<file path="src/hw/dbl_defs.svh">
// offsets, field positions, reset values and limits of the burst latency core
`ifndef DBL_DEFS_SVH
`define DBL_DEFS_SVH
`define DBL_OFS_MODE 8'h00
`define DBL_OFS_LAT 8'h04
`define DBL_OFS_STAT 8'h08
`define DBL_MODE_BURST_LSB 0
`define DBL_MODE_PAR_EN 2
`define DBL_MODE_CAL_EN 3
`define DBL_MODE_CAL_LSB 4
`define DBL_LAT_RCL_LSB 0
`define DBL_LAT_WCL_LSB 8
`define DBL_LAT_ADD_LSB 16
`define DBL_LAT_PAR_LSB 24
`define DBL_STAT_DLL 0
`define DBL_STAT_WUNL 1
`define DBL_STAT_RBUSY 2
`define DBL_STAT_WBUSY 3
`define DBL_STAT_RCNT_LSB 8
`define DBL_STAT_WCNT_LSB 16
`define DBL_RST_BURST 2'h1
`define DBL_RST_CAL 4'h3
`define DBL_RST_RCL 5'h0B
`define DBL_RST_WCL 5'h09
`define DBL_RST_ADD 5'h00
`define DBL_RST_PAR 4'h4
`define DBL_BEATS_FULL 4'h8
`define DBL_BEATS_CHOP 4'h4
`define DBL_MIN_LAT 7'h02
`endif

</file>
<file path="src/hw/dbl_pkg.sv">
// types shared by the burst latency core
package dbl_pkg;
  typedef enum logic [1:0] {
    DBL_BURST_FIXED8 = 2'h0,
    DBL_BURST_OTF = 2'h1,
    DBL_BURST_FIXED4 = 2'h2,
    DBL_BURST_RSVD = 2'h3
  } dbl_burst_e;
  typedef enum logic {
    DBL_CAL_IDLE,
    DBL_CAL_WAIT
  } dbl_cal_e;
endpackage

</file>
<file path="src/hw/dbl_delay_line.sv">
// tapped shift register that delays command tokens by a chosen count
`timescale 1ns/1ps
module dbl_delay_line #(
  parameter int WIDTH = 3,
  parameter int DEPTH = 64,
  parameter int SELW = 6
) (
  // clock and reset
  input wire logic hclk,
  input wire logic hresetn,
  // token in and tapped token out
  input wire logic [WIDTH-1:0] din,
  input wire logic [SELW-1:0] sel,
  output logic [WIDTH-1:0] dout
);
  logic [WIDTH-1:0] stage_q [DEPTH];

  always_ff @(posedge hclk or negedge hresetn) begin
    if (!hresetn) begin
      for (int i = 0; i < DEPTH; i++) begin
        stage_q[i] <= '0;
      end
    end else begin
      stage_q[0] <= din;
      for (int i = 1; i < DEPTH; i++) begin
        stage_q[i] <= stage_q[i-1];
      end
    end
  end

  assign dout = stage_q[sel];
endmodule

</file>
<file path="src/hw/dbl_burst_core.sv">
// burst length and latency scheduling core with an ahb-lite register slave
//
// Added by the designer: the placing of the registers and register access over AHB-Lite.
`timescale 1ns/1ps
`include "dbl_defs.svh"
module dbl_burst_core
  import dbl_pkg::*;
#(
  parameter int DEPTH = 64,
  parameter int SELW = 6
) (
  // clock and reset
  input wire logic hclk,
  input wire logic hresetn,
  // ahb-lite slave
  input wire logic hsel,
  input wire logic [7:0] haddr,
  input wire logic [1:0] htrans,
  input wire logic hwrite,
  input wire logic [2:0] hsize,
  input wire logic [31:0] hwdata,
  input wire logic hready,
  output logic hreadyout,
  output logic hresp,
  output logic [31:0] hrdata,
  // command pins
  input wire logic cs_n,
  input wire logic cmd_col,
  input wire logic cmd_wr,
  input wire logic addr_a12,
  input wire logic addr_a10,
  input wire logic odt_in,
  input wire logic dll_locked,
  // burst and termination outputs
  output logic rd_beat,
  output logic wr_beat,
  output logic bank_close,
  output logic odt_out
);
  localparam int NPIN = 7;

  // pin synchronisers
  logic [NPIN-1:0] pin_raw;
  logic [NPIN-1:0] sync1_q;
  logic [NPIN-1:0] sync2_q;
  logic cs_n_s, col_s, wr_s, a12_s, a10_s, odt_s, dll_s;

  assign pin_raw = {dll_locked, odt_in, addr_a10, addr_a12, cmd_wr, cmd_col,
                    cs_n};

  genvar g;
  generate
    for (g = 0; g < NPIN; g++) begin : g_sync
      localparam logic RV = (g == 0) ? 1'b1 : 1'b0;
      always_ff @(posedge hclk or negedge hresetn) begin
        if (!hresetn) begin
          sync1_q[g] <= RV;
          sync2_q[g] <= RV;
        end else begin
          sync1_q[g] <= pin_raw[g];
          sync2_q[g] <= sync1_q[g];
        end
      end
    end
  endgenerate

  assign {dll_s, odt_s, a10_s, a12_s, wr_s, col_s, cs_n_s} = sync2_q;

  // configuration and status registers
  logic [1:0] burst_q;
  logic par_en_q, cal_en_q;
  logic [3:0] cal_q;
  logic [4:0] rcl_q, wcl_q, add_lat_q;
  logic [3:0] par_lat_q;
  logic wunl_q;
  logic [7:0] rcnt_q, wcnt_q;

  // ahb address phase capture
  logic ap_valid, dp_wr_q;
  logic [7:0] dp_addr_q;
  logic [31:0] rd_mux;
  logic mode_wr, lat_wr, stat_wr;

  assign ap_valid = hsel && hready && htrans[1];
  assign mode_wr = dp_wr_q && (dp_addr_q == `DBL_OFS_MODE);
  assign lat_wr = dp_wr_q && (dp_addr_q == `DBL_OFS_LAT);
  assign stat_wr = dp_wr_q && (dp_addr_q == `DBL_OFS_STAT);

  logic rbusy, wbusy;
  logic [31:0] mode_word, lat_word, stat_word;
  assign mode_word = {24'h0, cal_q, cal_en_q, par_en_q, burst_q};
  assign lat_word = {4'h0, par_lat_q, 3'h0, add_lat_q, 3'h0, wcl_q, 3'h0,
                     rcl_q};
  assign stat_word = {8'h0, wcnt_q, rcnt_q, 4'h0, wbusy, rbusy, wunl_q,
                      dll_s};
  assign rd_mux = (haddr == `DBL_OFS_MODE) ? mode_word :
                  (haddr == `DBL_OFS_LAT) ? lat_word :
                  (haddr == `DBL_OFS_STAT) ? stat_word : 32'h0;

  always_ff @(posedge hclk or negedge hresetn) begin
    if (!hresetn) begin
      dp_wr_q <= 1'b0;
      dp_addr_q <= 8'h00;
      hrdata <= 32'h0;
      hreadyout <= 1'b0;
      hresp <= 1'b0;
    end else begin
      dp_wr_q <= ap_valid && hwrite;
      dp_addr_q <= haddr;
      hreadyout <= 1'b1;
      hresp <= 1'b0;
      if (ap_valid && !hwrite) begin
        hrdata <= rd_mux;
      end
    end
  end

  always_ff @(posedge hclk or negedge hresetn) begin
    if (!hresetn) begin
      burst_q <= `DBL_RST_BURST;
      par_en_q <= 1'b0;
      cal_en_q <= 1'b0;
      cal_q <= `DBL_RST_CAL;
      rcl_q <= `DBL_RST_RCL;
      wcl_q <= `DBL_RST_WCL;
      add_lat_q <= `DBL_RST_ADD;
      par_lat_q <= `DBL_RST_PAR;
    end else begin
      if (mode_wr) begin
        burst_q <= hwdata[`DBL_MODE_BURST_LSB +: 2];
        par_en_q <= hwdata[`DBL_MODE_PAR_EN];
        cal_en_q <= hwdata[`DBL_MODE_CAL_EN];
        cal_q <= hwdata[`DBL_MODE_CAL_LSB +: 4];
      end
      if (lat_wr) begin
        rcl_q <= hwdata[`DBL_LAT_RCL_LSB +: 5];
        wcl_q <= hwdata[`DBL_LAT_WCL_LSB +: 5];
        add_lat_q <= hwdata[`DBL_LAT_ADD_LSB +: 5];
        par_lat_q <= hwdata[`DBL_LAT_PAR_LSB +: 4];
      end
    end
  end

  // command capture, direct or delayed after chip select
  dbl_cal_e cal_st_q;
  logic [3:0] cal_cnt_q;
  logic cs_prev_q;
  logic cs_fall, cal_hit, cmd_take;

  assign cs_fall = cs_prev_q && !cs_n_s;
  assign cal_hit = (cal_st_q == DBL_CAL_WAIT) && (cal_cnt_q == cal_q);
  // address is sampled cal clocks after select, latency counts from there
  assign cmd_take = cal_en_q ? (cal_hit && col_s) : (!cs_n_s && col_s);

  always_ff @(posedge hclk or negedge hresetn) begin
    if (!hresetn) begin
      cal_st_q <= DBL_CAL_IDLE;
      cal_cnt_q <= 4'h0;
      cs_prev_q <= 1'b1;
    end else begin
      cs_prev_q <= cs_n_s;
      unique case (cal_st_q)
        DBL_CAL_IDLE: begin
          if (cal_en_q && cs_fall) begin
            cal_st_q <= DBL_CAL_WAIT;
            cal_cnt_q <= 4'h1;
          end
        end
        DBL_CAL_WAIT: begin
          if (cal_hit || !cal_en_q) begin
            cal_st_q <= DBL_CAL_IDLE;
          end
          cal_cnt_q <= cal_cnt_q + 4'h1;
        end
      endcase
    end
  end

  // burst length selection
  logic chop;
  assign chop = (burst_q == DBL_BURST_FIXED4) ||
                ((burst_q == DBL_BURST_OTF) && !a12_s);

  // latency sums; parity latency only counts while checking is on
  function automatic logic [SELW-1:0] tap_of(input logic [4:0] col,
                                            input logic [4:0] add,
                                            input logic [3:0] par,
                                            input logic pen);
    logic [6:0] sum;
    sum = 7'(col) + 7'(add) + (pen ? 7'(par) : 7'h0);
    if (sum < `DBL_MIN_LAT) begin
      sum = `DBL_MIN_LAT;
    end
    if (sum - `DBL_MIN_LAT > 7'(DEPTH - 1)) begin
      tap_of = SELW'(DEPTH - 1);
    end else begin
      tap_of = SELW'(sum - `DBL_MIN_LAT);
    end
  endfunction

  logic [SELW-1:0] rd_sel, wr_sel;
  assign rd_sel = tap_of(rcl_q, add_lat_q, par_lat_q, par_en_q);
  assign wr_sel = tap_of(wcl_q, add_lat_q, par_lat_q, par_en_q);

  // tokens are {autoclose, chop, valid}
  logic [2:0] tok_in [2];
  logic [2:0] tok_out [2];
  logic [SELW-1:0] sel [2];
  logic [3:0] cnt_q [2];
  logic [1:0] ac_q;
  logic [1:0] beat_d;
  logic [1:0] done;

  assign tok_in[0] = {1'b0, chop, cmd_take && !wr_s};
  assign tok_in[1] = {a10_s, chop, cmd_take && wr_s};
  assign sel[0] = rd_sel;
  assign sel[1] = wr_sel;

  generate
    for (g = 0; g < 2; g++) begin : g_dir
      dbl_delay_line #(
        .WIDTH(3),
        .DEPTH(DEPTH),
        .SELW(SELW)
      ) u_dl (
        .hclk(hclk),
        .hresetn(hresetn),
        .din(tok_in[g]),
        .sel(sel[g]),
        .dout(tok_out[g])
      );
      assign done[g] = (cnt_q[g] == 4'h1);
      // decoded, so the output flop is the only stage after the tap
      assign beat_d[g] = tok_out[g][0] || (cnt_q[g] > 4'h1);
      always_ff @(posedge hclk or negedge hresetn) begin
        if (!hresetn) begin
          cnt_q[g] <= 4'h0;
          ac_q[g] <= 1'b0;
        end else begin
          if (tok_out[g][0]) begin
            cnt_q[g] <= tok_out[g][1] ? `DBL_BEATS_CHOP : `DBL_BEATS_FULL;
            ac_q[g] <= tok_out[g][2];
          end else if (cnt_q[g] != 4'h0) begin
            cnt_q[g] <= cnt_q[g] - 4'h1;
          end
        end
      end
    end
  endgenerate

  assign rbusy = (cnt_q[0] != 4'h0);
  assign wbusy = (cnt_q[1] != 4'h0);

  // outputs; write beats suppressed while the loop is unlocked
  always_ff @(posedge hclk or negedge hresetn) begin
    if (!hresetn) begin
      rd_beat <= 1'b0;
      wr_beat <= 1'b0;
      bank_close <= 1'b0;
      odt_out <= 1'b0;
    end else begin
      rd_beat <= beat_d[0];
      wr_beat <= beat_d[1] && dll_s;
      bank_close <= done[1] && ac_q[1];
      // fixed path, independent of cs-to-command mode
      odt_out <= odt_s;
    end
  end

  // status: sticky unlocked-write flag, set wins over clear
  logic wunl_set;
  assign wunl_set = beat_d[1] && !dll_s;

  always_ff @(posedge hclk or negedge hresetn) begin
    if (!hresetn) begin
      wunl_q <= 1'b0;
      rcnt_q <= 8'h00;
      wcnt_q <= 8'h00;
    end else begin
      if (wunl_set) begin
        wunl_q <= 1'b1;
      end else if (stat_wr && hwdata[`DBL_STAT_WUNL]) begin
        wunl_q <= 1'b0;
      end
      if (cmd_take && !wr_s) begin
        rcnt_q <= rcnt_q + 8'h01;
      end
      if (cmd_take && wr_s) begin
        wcnt_q <= wcnt_q + 8'h01;
      end
    end
  end
endmodule

</file>
<file path="config.mk">
export PLATFORM = sky130hd
export DESIGN_NAME = dbl_burst_core
export DESIGN_NICKNAME = d
export VERILOG_FILES = /design/src/hw/dbl_pkg.sv /design/src/hw/dbl_delay_line.sv /design/src/hw/dbl_burst_core.sv
export VERILOG_INCLUDE_DIRS = /design/src /design/src/hw
export SDC_FILE = /design/constraint.sdc
export NUM_CORES = 1
export LEC_CHECK = 0
export ABC_AREA = 1
export BUFFER_PORTS_ARGS = -buffer_cell sky130_fd_sc_hd__buf_2
export CAP_MARGIN = 5
export CORE_ASPECT_RATIO = 1.25
export CORE_MARGIN = 8
export CORE_UTILIZATION = 31
export DETAILED_ROUTE_END_ITERATION = 7
export GPL_TIMING_DRIVEN = 0
export PLACE_DENSITY = 0.44
export SYNTH_ARGS = -nofsm -noshare
export SYNTH_HDL_FRONTEND = slang
export SYNTH_SLANG_ARGS = --single-unit
</file>
<file path="constraint.sdc">
create_clock -name hclk -period 11.68 [get_ports hclk]
set_input_delay 0.584 -clock hclk [delete_from_list [all_inputs] [get_ports hclk]]
set_output_delay 0.584 -clock hclk [all_outputs]
set_load 0.005 [all_outputs]
</file>
## After elaboration in Yosys (flattened, before gate mapping)

Index checks and enable logic that the tools add are counted.

| word-level totals | value |
|---|---|
| register bits after elaboration | 439 |
| input bits | 57 |
| output and inout bits | 38 |
| word-level logic and storage cells | 262 |

| cells by class | value |
|---|---|
| add/sub/neg operators | 11 |
| magnitude comparators | 8 |
| eq/ne operators | 9 |
| mux-type cells | 28 |
| bitwise operators | 3 |
| reductions and logical operators | 36 |

Operator list:

| operator | number |
|---|---|
| $mux W28 | 2 |
| $bmux W3 S6 | 2 |
| $mux W4 | 8 |
| $mux W24 | 1 |
| $logic_and A1 B1 Y1 | 19 |
| $add A8 B1 Y8 const B | 2 |
| $eq A8 B3 Y1 const B | 2 |
| $eq A8 B4 Y1 const B | 2 |
| $logic_not A8 Y1 | 2 |
| $ge A7 B7 Y1 const B | 2 |
| $gt A7 B6 Y1 const B | 2 |
| $lt A7 B2 Y1 const B | 2 |
| $mux W7 | 2 |
| $not A6 Y7 | 2 |
| $sub A7 B2 Y7 const B | 2 |
| $add A5 B5 Y6 | 2 |
| $mux W6 | 2 |
| $gt A4 B1 Y1 const B | 2 |
| $pmux W4 S2 | 1 |
| $reduce_bool A4 Y1 | 2 |
| $sub A4 B1 Y4 const B | 2 |
| $add A6 B4 Y7 | 1 |
| $add A6 B7 Y7 | 1 |
| $logic_not A1 Y1 | 6 |
| other kinds (13) | 24 |

## Depth between registers and ports, before layout

Gate-level depths: netlist of run 1.

| depth | value |
|---|---|
| depth after elaboration | 14 |
| gate-level depth with buffers | 40 |
| gate-level depth less buffers | 39 |

## Modules after synthesis

A second synthesis of run 1 with hierarchy kept.

| unflattened totals | value |
|---|---|
| cells, all modules | 1953 |
| area, all modules | 19560.0 um2 |

By module, submodules not included:

| module | times used | cells each | area each (um2) | sequential area each (um2) |
|---|---|---|---|---|
| dbl_delay_line | 2 | 641 | 6785.3 | 4804.6 |
| dbl_burst_core | 1 | 671 | 5989.5 | 2892.8 |

## Worst setup path after synthesis of run 1

Ideal clock, no wire load.

| timing | value |
|---|---|
| kind | register -> register |
| start | reg par_en_q |
| end | reg cnt_q[7] (netlist name) |
| library setup time | 0.118 ns |
| data arrival time | 4.203 ns |
| data required time | 11.562 ns |
| path slack | 7.359 ns |
| stages on the path, launching flop included | 38 |
| path buffers | 2 |
| clock period less this slack | 4.321 ns |
| path through | dfrtp_1 > nand2_1 > inv_1 > fa_1 > ha_1 > inv_1 > fa_1 > inv_1 > nand3_1 > nand3_1 > nand2_1 > nor2_1 > nand2_4 > nand2_8 > inv_1 > ha_1 > inv_1 > nor2_1 > [2 not listed] > nand2_1 > inv_1 > nor2_1 > nand4_2 > nand2_4 > buf_12 > nand2_8 > buf_6 > nor2_1 > o21ai_1 > nand3_1 > nand3_1 > nand3_1 > nand3_2 > nand2_2 > nand2_2 > inv_1 > nor2_1 |

| between the ends | value |
|---|---|
| word-level cells in the longest chain between the ends | 13 |
| elaborated cells between the ends (all ways) | 14 |
| those cells by class | add/sub (2); order compare (2); mux (8); bitwise (1); reduce/logical (1) |

Ends and longest elaborated chain:

| element | line | RTL |
|---|---|---|
| start, declared | dbl_burst_core.sv:71 | `logic par_en_q, cal_en_q;` |
| start signal, assigned | dbl_burst_core.sv:131 | `` par_en_q <= hwdata[`DBL_MODE_PAR_EN]; `` |
| $mux W4 (*) | dbl_burst_core.sv:190 | `sum = 7'(col) + 7'(add) + (pen ? 7'(par) : 7'h0);` |
| $add A6 B7 Y7 (*) | dbl_burst_core.sv:190 |  |
| $lt A7 B2 Y1 (no source line) | -- |  |
| $mux W7 (*) | dbl_burst_core.sv:191 | `` if (sum < `DBL_MIN_LAT) begin `` |
| $sub A7 B2 Y7 (no source line) (*) | -- |  |
| $gt A7 B6 Y1 | dbl_burst_core.sv:194 | `` if (sum - `DBL_MIN_LAT > 7'(DEPTH - 1)) begin `` |
| $mux W6 (*) | dbl_burst_core.sv:194 |  |
| $not A6 Y7 (implied by the code) (*) | dbl_delay_line.sv:31 | `assign dout = stage_q[sel];` |
| $bmux W3 S6 (*) | dbl_delay_line.sv:31 |  |
| $mux W2 (implied by the code) (*) (2 in a row) | dbl_delay_line.sv:31 |  |
| $mux W4 (no source line) | -- |  |
| $mux W4 | dbl_burst_core.sv:240 | `if (tok_out[g][0]) begin` |
| end signal, assigned by index | dbl_burst_core.sv:241 | `` cnt_q[g] <= tok_out[g][1] ? `DBL_BEATS_CHOP : `DBL_BEATS_FULL; `` |
| end signal, assigned by index | dbl_burst_core.sv:244 | `cnt_q[g] <= cnt_q[g] - 4'h1;` |
| end, declared | dbl_burst_core.sv:209 | `logic [3:0] cnt_q [2];` |

Mark *: on every way between the ends. The rest lies on a longest branch, timed or not. The select of a mux whose other input is x is not followed.
A chain may end at the register's enable or synchronous reset.

## Worst setup path in the final report of run 1

| timing | value |
|---|---|
| start | reg par_en_q |
| end | reg cnt_q[3] (netlist name) |

| between the ends | value |
|---|---|
| word-level cells in the longest chain between the ends | 13 |
| elaborated cells between the ends (all ways) | 14 |
| those cells by class | add/sub (2); order compare (2); mux (8); bitwise (1); reduce/logical (1) |

Ends and longest elaborated chain:

| element | line |
|---|---|
| $mux W4 (*) | dbl_burst_core.sv:190 |
| $add A6 B4 Y7 (*) | dbl_burst_core.sv:190 |
| $lt A7 B2 Y1 (no source line) | -- |
| $mux W7 (*) | dbl_burst_core.sv:191 |
| $sub A7 B2 Y7 (no source line) (*) | -- |
| $gt A7 B6 Y1 | dbl_burst_core.sv:194 |
| $mux W6 (*) | dbl_burst_core.sv:194 |
| $not A6 Y7 (implied by the code) (*) | dbl_delay_line.sv:31 |
| $bmux W3 S6 (*) | dbl_delay_line.sv:31 |
| $mux W3 (implied by the code) (*) (2 in a row) | dbl_delay_line.sv:31 |
| $mux W4 (no source line) | -- |
| $mux W4 | dbl_burst_core.sv:240 |

Marks and branches as above.

==> metrics.md, run 1 <==
| Metric | Value |
|---|---|
| Post-route cell area | `approximately 18000 sq um` |
| Num rows | `about 90` |
| Wire per inst | `18.5 um` |
| ANT nets after route | `0` |
| Critical Path RT | `12140 ps` |
| Post-cts repair resize count | `0` |
| Initial core utilization | `a little under a third` |
| Syn. warnings | `0` |
| Cell area after synthesis | `roughly 16000 sq um` |
| Remaining global-route overflow | `0` |
| Number of remaining DRC errors | `0` |
| Reg2Reg Setup Slack | `between 6000 and 7000 ps` |
| N_diodes | `0` |
| Num CTS Buffers | `42` |
| Async SR Flop Fraction | `between 90% and 100%` |
| Vias | `roughly 12000` |
| Commonest register cell after synthesis | `dfrtp_1` |
| Core area | `between 50000 and 60000 sq um` |
| CP Class | `flip-flop to flip-flop` |
| Static Leak | `a little under 9 nW` |
| Worst setup margin | `between 6000 and 7000 ps` |
| Post-synth top area share | `57.2%` |
| Final setup fails | `0` |
| Die Height | `approximately 270 um` |
| Failing checks | `hold timing` |
| First-pass GRT wire length | `72300 um` |
| # IOs | `95` |
| CTS tree | `done` |
| Initial antenna violation count | `0` |
| Placed Instance Area | `approximately 17000 sq um` |
| Most frequent cell after synthesis | `nand3_1` |
| Total GRT Usage | `15.7%` |
| Vias in the first global route | `approximately 12000` |
| Reg area | `a little over 9000 sq um` |
| Root Buffer | `clkbuf_16` |
| Crit path top cell by count | `nand2_1` |
| Setup Fix Bufs, Post-CTS | `0` |
| Htree depth | `2` |
| CP Launch Point | `par_en_q$_DFFE_PN0P_` |
| Origin of the critical flop-to-flop path | `par_en_q$_DFFE_PN0P_` |
| # fillers | `5050` |
| Relative slew slack | `a little under a tenth` |
| Mean post-synth cell area | `between 9 and 10 sq um` |
| Post-synthesis sequential area ratio | `slightly below 60%` |
| Clk sinks | `roughly 370` |
| Worst hold margin | `-7.46 ps` |
| Tmin final | `5540 ps` |
| Clock-pin slew on the worst setup and hold paths | `60 ps` |
| Hold_buf cts | `0` |
| Slew @ Worst Pin | `about 1300 ps` |
| Final-stage net count | `1822` |
| DR pass1 iterations | `5` |
| Clk_skew | `13.3 ps` |
| Final Slew Violations | `0` |
| Crit end category | `flip-flop` |
| Post-Synthesis Cells | `1607` |
| Max-cap violations | `0` |
| Multi-input gate area | `5440 sq um` |
| Worst min path class | `input port to async pin` |
| Final Hold Viols | `6` |
| FF-to-FF path depth | `36` |
| Pin count of the biggest net entering global routing | `125` |
| HPWL after detailed placement | `between 30000 and 40000 um` |
| Max Freq | `around 180 MHz` |
| Share of layout cells above drive strength 1 | `between 15 and 20%` |
| Most frequent cells after synthesis | `nand3_1 (377), dfrtp_1 (359), nand2_1 (294)` |
| Slowest CP cell | `buf_1` |
| Top cells by area, synth | `dfrtp_1 (57%), nand3_1 (12%), nand2_1 (7.0%), inv_1 (3.2%), dfstp_2 (2.0%)` |
| Post-route setup TNS | `0 ps` |
| Setup WS pre-CTS | `between 6000 and 7000 ps` |
| P&R area growth vs syn | `17.3%` |
| Yosys top cell by area | `dfrtp_1` |
| Final WL | `between 40000 and 50000 um` |
| Crit share post-route | `between 40 and 50%` |
| RSZ-0062 raised after global routing | `no` |
| PortBufs | `75` |
| Yosys cell types | `47` |
| CP max stage delay | `approximately 650 ps` |
| Number of synthesized flops with an enable pin | `0` |
| Initial drt markers | `roughly 740` |
| CP startpoint kind | `flip-flop` |
| Clock buffer depth | `3` |
| Max FO, Critical Path | `10` |
| Die area | `a little under 60000 sq um` |
| Arr. time, crit path | `approximately 6000 ps` |
| Status | `finished with violations` |
| Power Dens Cells | `between 200 and 250 nW/um^2` |
| RD Place Congestion | `~0.8` |
| Worst vdd ir | `0.000122 V` |
| #FFs+latches synth | `around 370` |
| Die width | `about 220 um` |
| Reg2reg end | `cnt_q[3]$_DFFE_PN0P_` |
| Via density | `around 4.8` |
| Clk_lat worst skew | `around 570 ps` |
-- placed cells by master, fill, tap and decap left out, drive strengths merged, types with 19 or more instances in the layout --
master,instances
nand2,310
inv,143
clkbuf,97
nor2,73
dfrtp,359
buf,127
o21ai,72
nand3,379
o211ai,28
ha,21
a21oi,19
-- sequential cells by signal (all words and copies together) (netlist names), 2 cells and up --
signal,count
add_lat_q,5
burst_q,2
cal_cnt_q,4
cal_q,4
cnt_q,8
dp_addr_q,8
g_dir.u_dl.stage_q,256
hrdata,28
par_lat_q,4
rcl_q,5
rcnt_q,8
sync1_q,7
wcl_q,5
wcnt_q,8
-- stage by stage --
step	util [%]	instances	hold WS, ps	total power [mW]
after floorplan	-	1611	288	2.07
after global routing	36.6	2425	54.7	3.95
after detailed placement	33.9	2348	335	2.43
final	36.6	2425	-7.46	3.73
after global placement	33.6	2344	332	2.42
after CTS	36.6	2425	14.0	3.79
-- worst max-delay path: cells and delay by family, from the launching register on --
kind	cells	cell delay, ps
buffers and inverters	7	1120
adders and majority gates	4	1240
DFF	1	450
and+or+nand+nor	25	2630
-- worst max path at each step --
stage	end	slack [ps]
detailed placement	cnt_q[3]$_DFFE_PN0P_	6160
finish	cnt_q[3]$_DFFE_PN0P_	6140
global route	cnt_q[2]$_DFFE_PN0P_	5530
floorplan	cnt_q[7]$_DFFE_PN0P_	7360
CTS	cnt_q[2]$_DFFE_PN0P_	6130
global placement	g_dir[0].u_dl.stage_q[177]$_DFF_PN0_	2560
-- final cells by class --
| type | count | share of cell area, % |
|---|---|---|
| Buffer | 81 | 2.47 |
| Clock buffer | 64 | 6.97 |
| Clock inverter | 13 | 0.584 |
| Inverter | 144 | 2.93 |
| Multi-Input combinational cell | 1015 | 29.5 |
| Sequential cell | 371 | 50.5 |
| Tap cell | 658 | 4.47 |
| Timing Repair Buffer | 79 | 2.58 |
-- kinds of logic (layout without fill, tap and decap cells) --
| logic type | count (synthesis) | in the layout | synth area share (%) |
|---|---|---|---|
| adder cells (fa/ha/maj) | 31 | 31 | 2.95 |
| buffers and inverters | 225 | 381 | 6.33 |
| XOR/XNOR | 21 | 21 | 1.22 |
| AND/OR/NAND/NOR | 805 | 805 | 24.0 |
| flip-flops | 371 | 371 | 59.2 |
| other | 2 | 6 | 0.0478 |
| multiplexers | 14 | 14 | 1.00 |
| AO/OA/AOI/OAI | 138 | 138 | 5.31 |
-- routing by layer --
layer | track usage, % | vias up | routed length [um]
li1 | - | 5585 | -
met1 | 19.7 | 5828 | 19400
met2 | 27.1 | 252 | 22400
met3 | 3.04 | 78 | 1940
met4 | 4.94 | 0 | 1090
met5 | 0 | - | 0
-- where the power goes --
group	internal [mW]	switching (mW)	leakage [nW]	total, mW
Sequential	1.36	0.0553	4.87	1.42
Clock	0.782	0.547	0.680	1.33
Combinational	0.309	0.673	3.40	0.982
(Power assumes the default switching activity.)
==> inputs of run 2 (changes only) <==
Clock period 11.68 ns to 5.4 ns, I/O delays scaled along.
==> run 2 against run 1 <==
  * The flow now finishes without violations
  * Combinational power grew 130%
  * Utilization grew 1.4 points
  * Clock power grew 120%
  * Non-clock buffer count grew 52
==> metrics.md, run 2 (synthesized netlist as in run 1, its figures left out) <==
| Metric | Value |
|---|---|
| Largest registers | `g_dir.u_dl.stage_q (256), hrdata (28)` |
| Critical Path RT | `5840 ps (-6300 ps)` |
| Max FFs per register | `256 (unchanged)` |
| N_diodes | `0 (unchanged)` |
| First-pass GRT wire length | `72900 um (+0.80%)` |
| Max FO, Critical Path | `10 (unchanged)` |
| Relative slew slack | `13.1% (+3.7 points)` |
| CP max stage delay | `540 ps (-110 ps)` |
| Slowest CP cell | `fa_2` |
| Crit share post-route | `92.4% (+45 points)` |
| Status | `finished, final reports clean` |
| NetSw | `2.80 mW (+120%)` |
| RSZ-0062 raised after global routing | `no` |
| P&R area growth vs syn | `21.7%` |
| Post-route setup TNS | `0 ps (unchanged)` |
| RD Place Congestion | `0.802 (unchanged)` |
| Clk_skew | `15.9 ps (+2.60 ps)` |
| Tmin final | `4990 ps (-549 ps)` |
| Clk_lat worst skew | `570 ps (about the same)` |
| Reg2reg end | `rd_beat$_DFF_PN0_` |
| Die area | `58200 sq um (unchanged)` |
| PortBufs | `75 (unchanged)` |
| Final Core Density | `38.0% (+1.4 points)` |
| HPWL after detailed placement | `30600 um (unchanged)` |
| ANT nets after route | `0 (unchanged)` |
| CTS tree | `done` |
| Origin of the critical flop-to-flop path | `par_en_q$_DFFE_PN0P_` |
| Number of remaining DRC errors | `0 (unchanged)` |
| Final setup fails | `0 (unchanged)` |
| Most common cell after layout, fill and taps aside | `nand3_1` |
| Fin cells | `2477 (+2.1%)` |
| Final Hold Viols | `0 (-6)` |
| Clk pwr share | `34.9% (-0.8 points)` |
| Comb pwr share | `27.9% (+1.6 points)` |
| Worst min path class | `input port to flip-flop` |
| Most frequent cells in the layout | `nand3_1 (375), dfrtp_1 (358), nand2_1 (288)` |
| Final Slew Violations | `0 (unchanged)` |
| Remaining global-route overflow | `0 (unchanged)` |
| Num CTS Buffers | `42 (unchanged)` |
| Clk sinks | `371 (unchanged)` |
| Via density | `4.78 (-1.2%)` |
| # fillers | `4974 (-1.5%)` |
| Placed Cells | `2348 (unchanged)` |
| Die width | `217 um (unchanged)` |
| Final-stage net count | `1874 (+2.9%)` |
| Power Dens Cells | `430 nW/um^2 (+110%)` |
| Top reg by flops | `g_dir.u_dl.stage_q` |
| Static Leak | `9.26 nW (+3.4%)` |
| CP Class | `flip-flop to flip-flop` |
| Max Freq | `200 MHz (+11%)` |
| Vias in the first global route | `12700 (+1.7%)` |
| Crit end category | `flip-flop` |
| # IOs | `95 (unchanged)` |
| Reg2Reg Setup Slack | `410 ps (-5730 ps)` |
| Critical hold path startpoint | `hready` |
| Clock buffer depth | `3 (unchanged)` |
| Final WL | `45000 um (+0.62%)` |
| DR pass1 iterations | `5 (unchanged)` |
| Share of layout cells above drive strength 1 | `16.9% (+1.8 points)` |
| Slew @ Worst Pin | `1290 ps (-55.2 ps)` |
| Wire per inst | `18.2 um (-1.5%)` |
| Initial drt markers | `684 (-7.4%)` |
| Vias | `11800 (+0.90%)` |
| Clock-pin slew on the worst setup and hold paths | `60 ps (about the same)` |
| Sw frac | `34.0% (-0.22 points)` |
| Crit path top cell by count | `inv_1` |
| Total GRT Usage | `15.8% (+0.10 points)` |
| Root Buffer | `clkbuf_16` |
| Initial core utilization | `31.2% (unchanged)` |
| Pin count of the biggest net entering global routing | `125 (unchanged)` |
| Worst Hold Depth | `5` |
| Num rows | `92 (unchanged)` |
| Die Height | `268 um (unchanged)` |
| Max-cap violations | `0 (unchanged)` |
| Core area | `50300 sq um (unchanged)` |
| Htree depth | `2 (unchanged)` |
| FF-to-FF path depth | `32 (-11%)` |
| Hold Crit Endpoint | `hrdata[14]$_DFFE_PN0P_` |
| Internal | `5.43 mW (+120%)` |
| Initial antenna violation count | `0 (unchanged)` |
| CP startpoint kind | `flip-flop` |
| Worst vdd ir | `0.000263 V (+120%)` |
| Sequential Power Share | `37.2% (-0.8 points)` |
| Arr. time, crit path | `5420 ps (-580 ps)` |
## run 2: through the flow
| stage | instance area [sq um] | power [mW] | hold WS (ps) | setup slack [ps] |
|---|---|---|---|---|
| CTS | 18900 | 8.23 | 236 | 4.09 |
| global placement | 16900 | 5.24 | 332 | -3400 |
| finish | 19100 | 8.23 | 254 | 411 |
| global route | 19100 | 8.71 | 289 | 9.06 |
| detailed placement | 17000 | 5.26 | 311 | -116 |
| floorplan | 15700 | 4.48 | -25.6 | 1080 |
## run 2: timing repair
| item | in CTS | in global routing |
|---|---|---|
| setup buffers | 0 | 12 |
| gates cloned | 0 | 0 |
| setup endpoints to repair | 9 | 12 |
| hold buffers | 40 | 0 |
| pin swaps | 0 | 4 |
| resized for setup | 12 | 81 |
| hold endpoints to repair | 120 | 0 |
## run 2: layout make-up
class / instances / area (sq um) / area share [%]
buffer: 81 / 548 / 2.87
clock buffer: 64 / 1280 / 6.72
clock inverter: 13 / 108 / 0.563
inverter: 144 / 557 / 2.91
multi-input combinational: 1015 / 5510 / 28.8
sequential: 371 / 9300 / 48.6
tap: 658 / 823 / 4.31
timing repair buffer: 131 / 991 / 5.18
## run 2: how the worst max path moves through the flow
stage | from | to | slack [ps] | cells past startpoint
floorplan | par_en_q$_DFFE_PN0P_ | cnt_q[7]$_DFFE_PN0P_ | 1080 | 37
global placement | hresetn | g_dir[0].u_dl.stage_q[177]$_DFF_PN0_ | -3400 | 1
detailed placement | par_en_q$_DFFE_PN0P_ | cnt_q[3]$_DFFE_PN0P_ | -120 | 36
CTS | par_en_q$_DFFE_PN0P_ | cnt_q[2]$_DFFE_PN0P_ | 4 | 36
global route | par_en_q$_DFFE_PN0P_ | cnt_q[2]$_DFFE_PN0P_ | 9 | 38
finish | par_en_q$_DFFE_PN0P_ | rd_beat$_DFF_PN0_ | 410 | 32
## run 2: metal layers
metal	vias up	global-route usage (%)	part of all wire [%]
li1	5693	-	-
met1	5870	19.7	43
met2	211	27.4	50
met3	75	2.98	4.0
met4	0	4.94	2.4
met5	-	0	0
## run 2: worst max-delay path, delay by kind of cell (launching register included)
| family | cells | cell delay, ps |
|---|---|---|
| and+or+nand+nor | 17 | 1840 |
| AOI/OAI and AO/OA | 1 | 100 |
| DFF | 1 | 430 |
| buffers and inverters | 10 | 1060 |
| adders and majority gates | 4 | 1430 |
## run 2: power groups by stage
stage          combinational, mW  sequential (mW)  clock [mW]
2_1_floorplan               1.41             3.08           0
3_3_place_gp                2.13             3.11           0
5_1_grt                     2.56             3.08        3.07
3_5_place_dp                2.15             3.11           0
6_report                    2.29             3.06        2.87
4_1_cts                     2.19             3.06        2.97
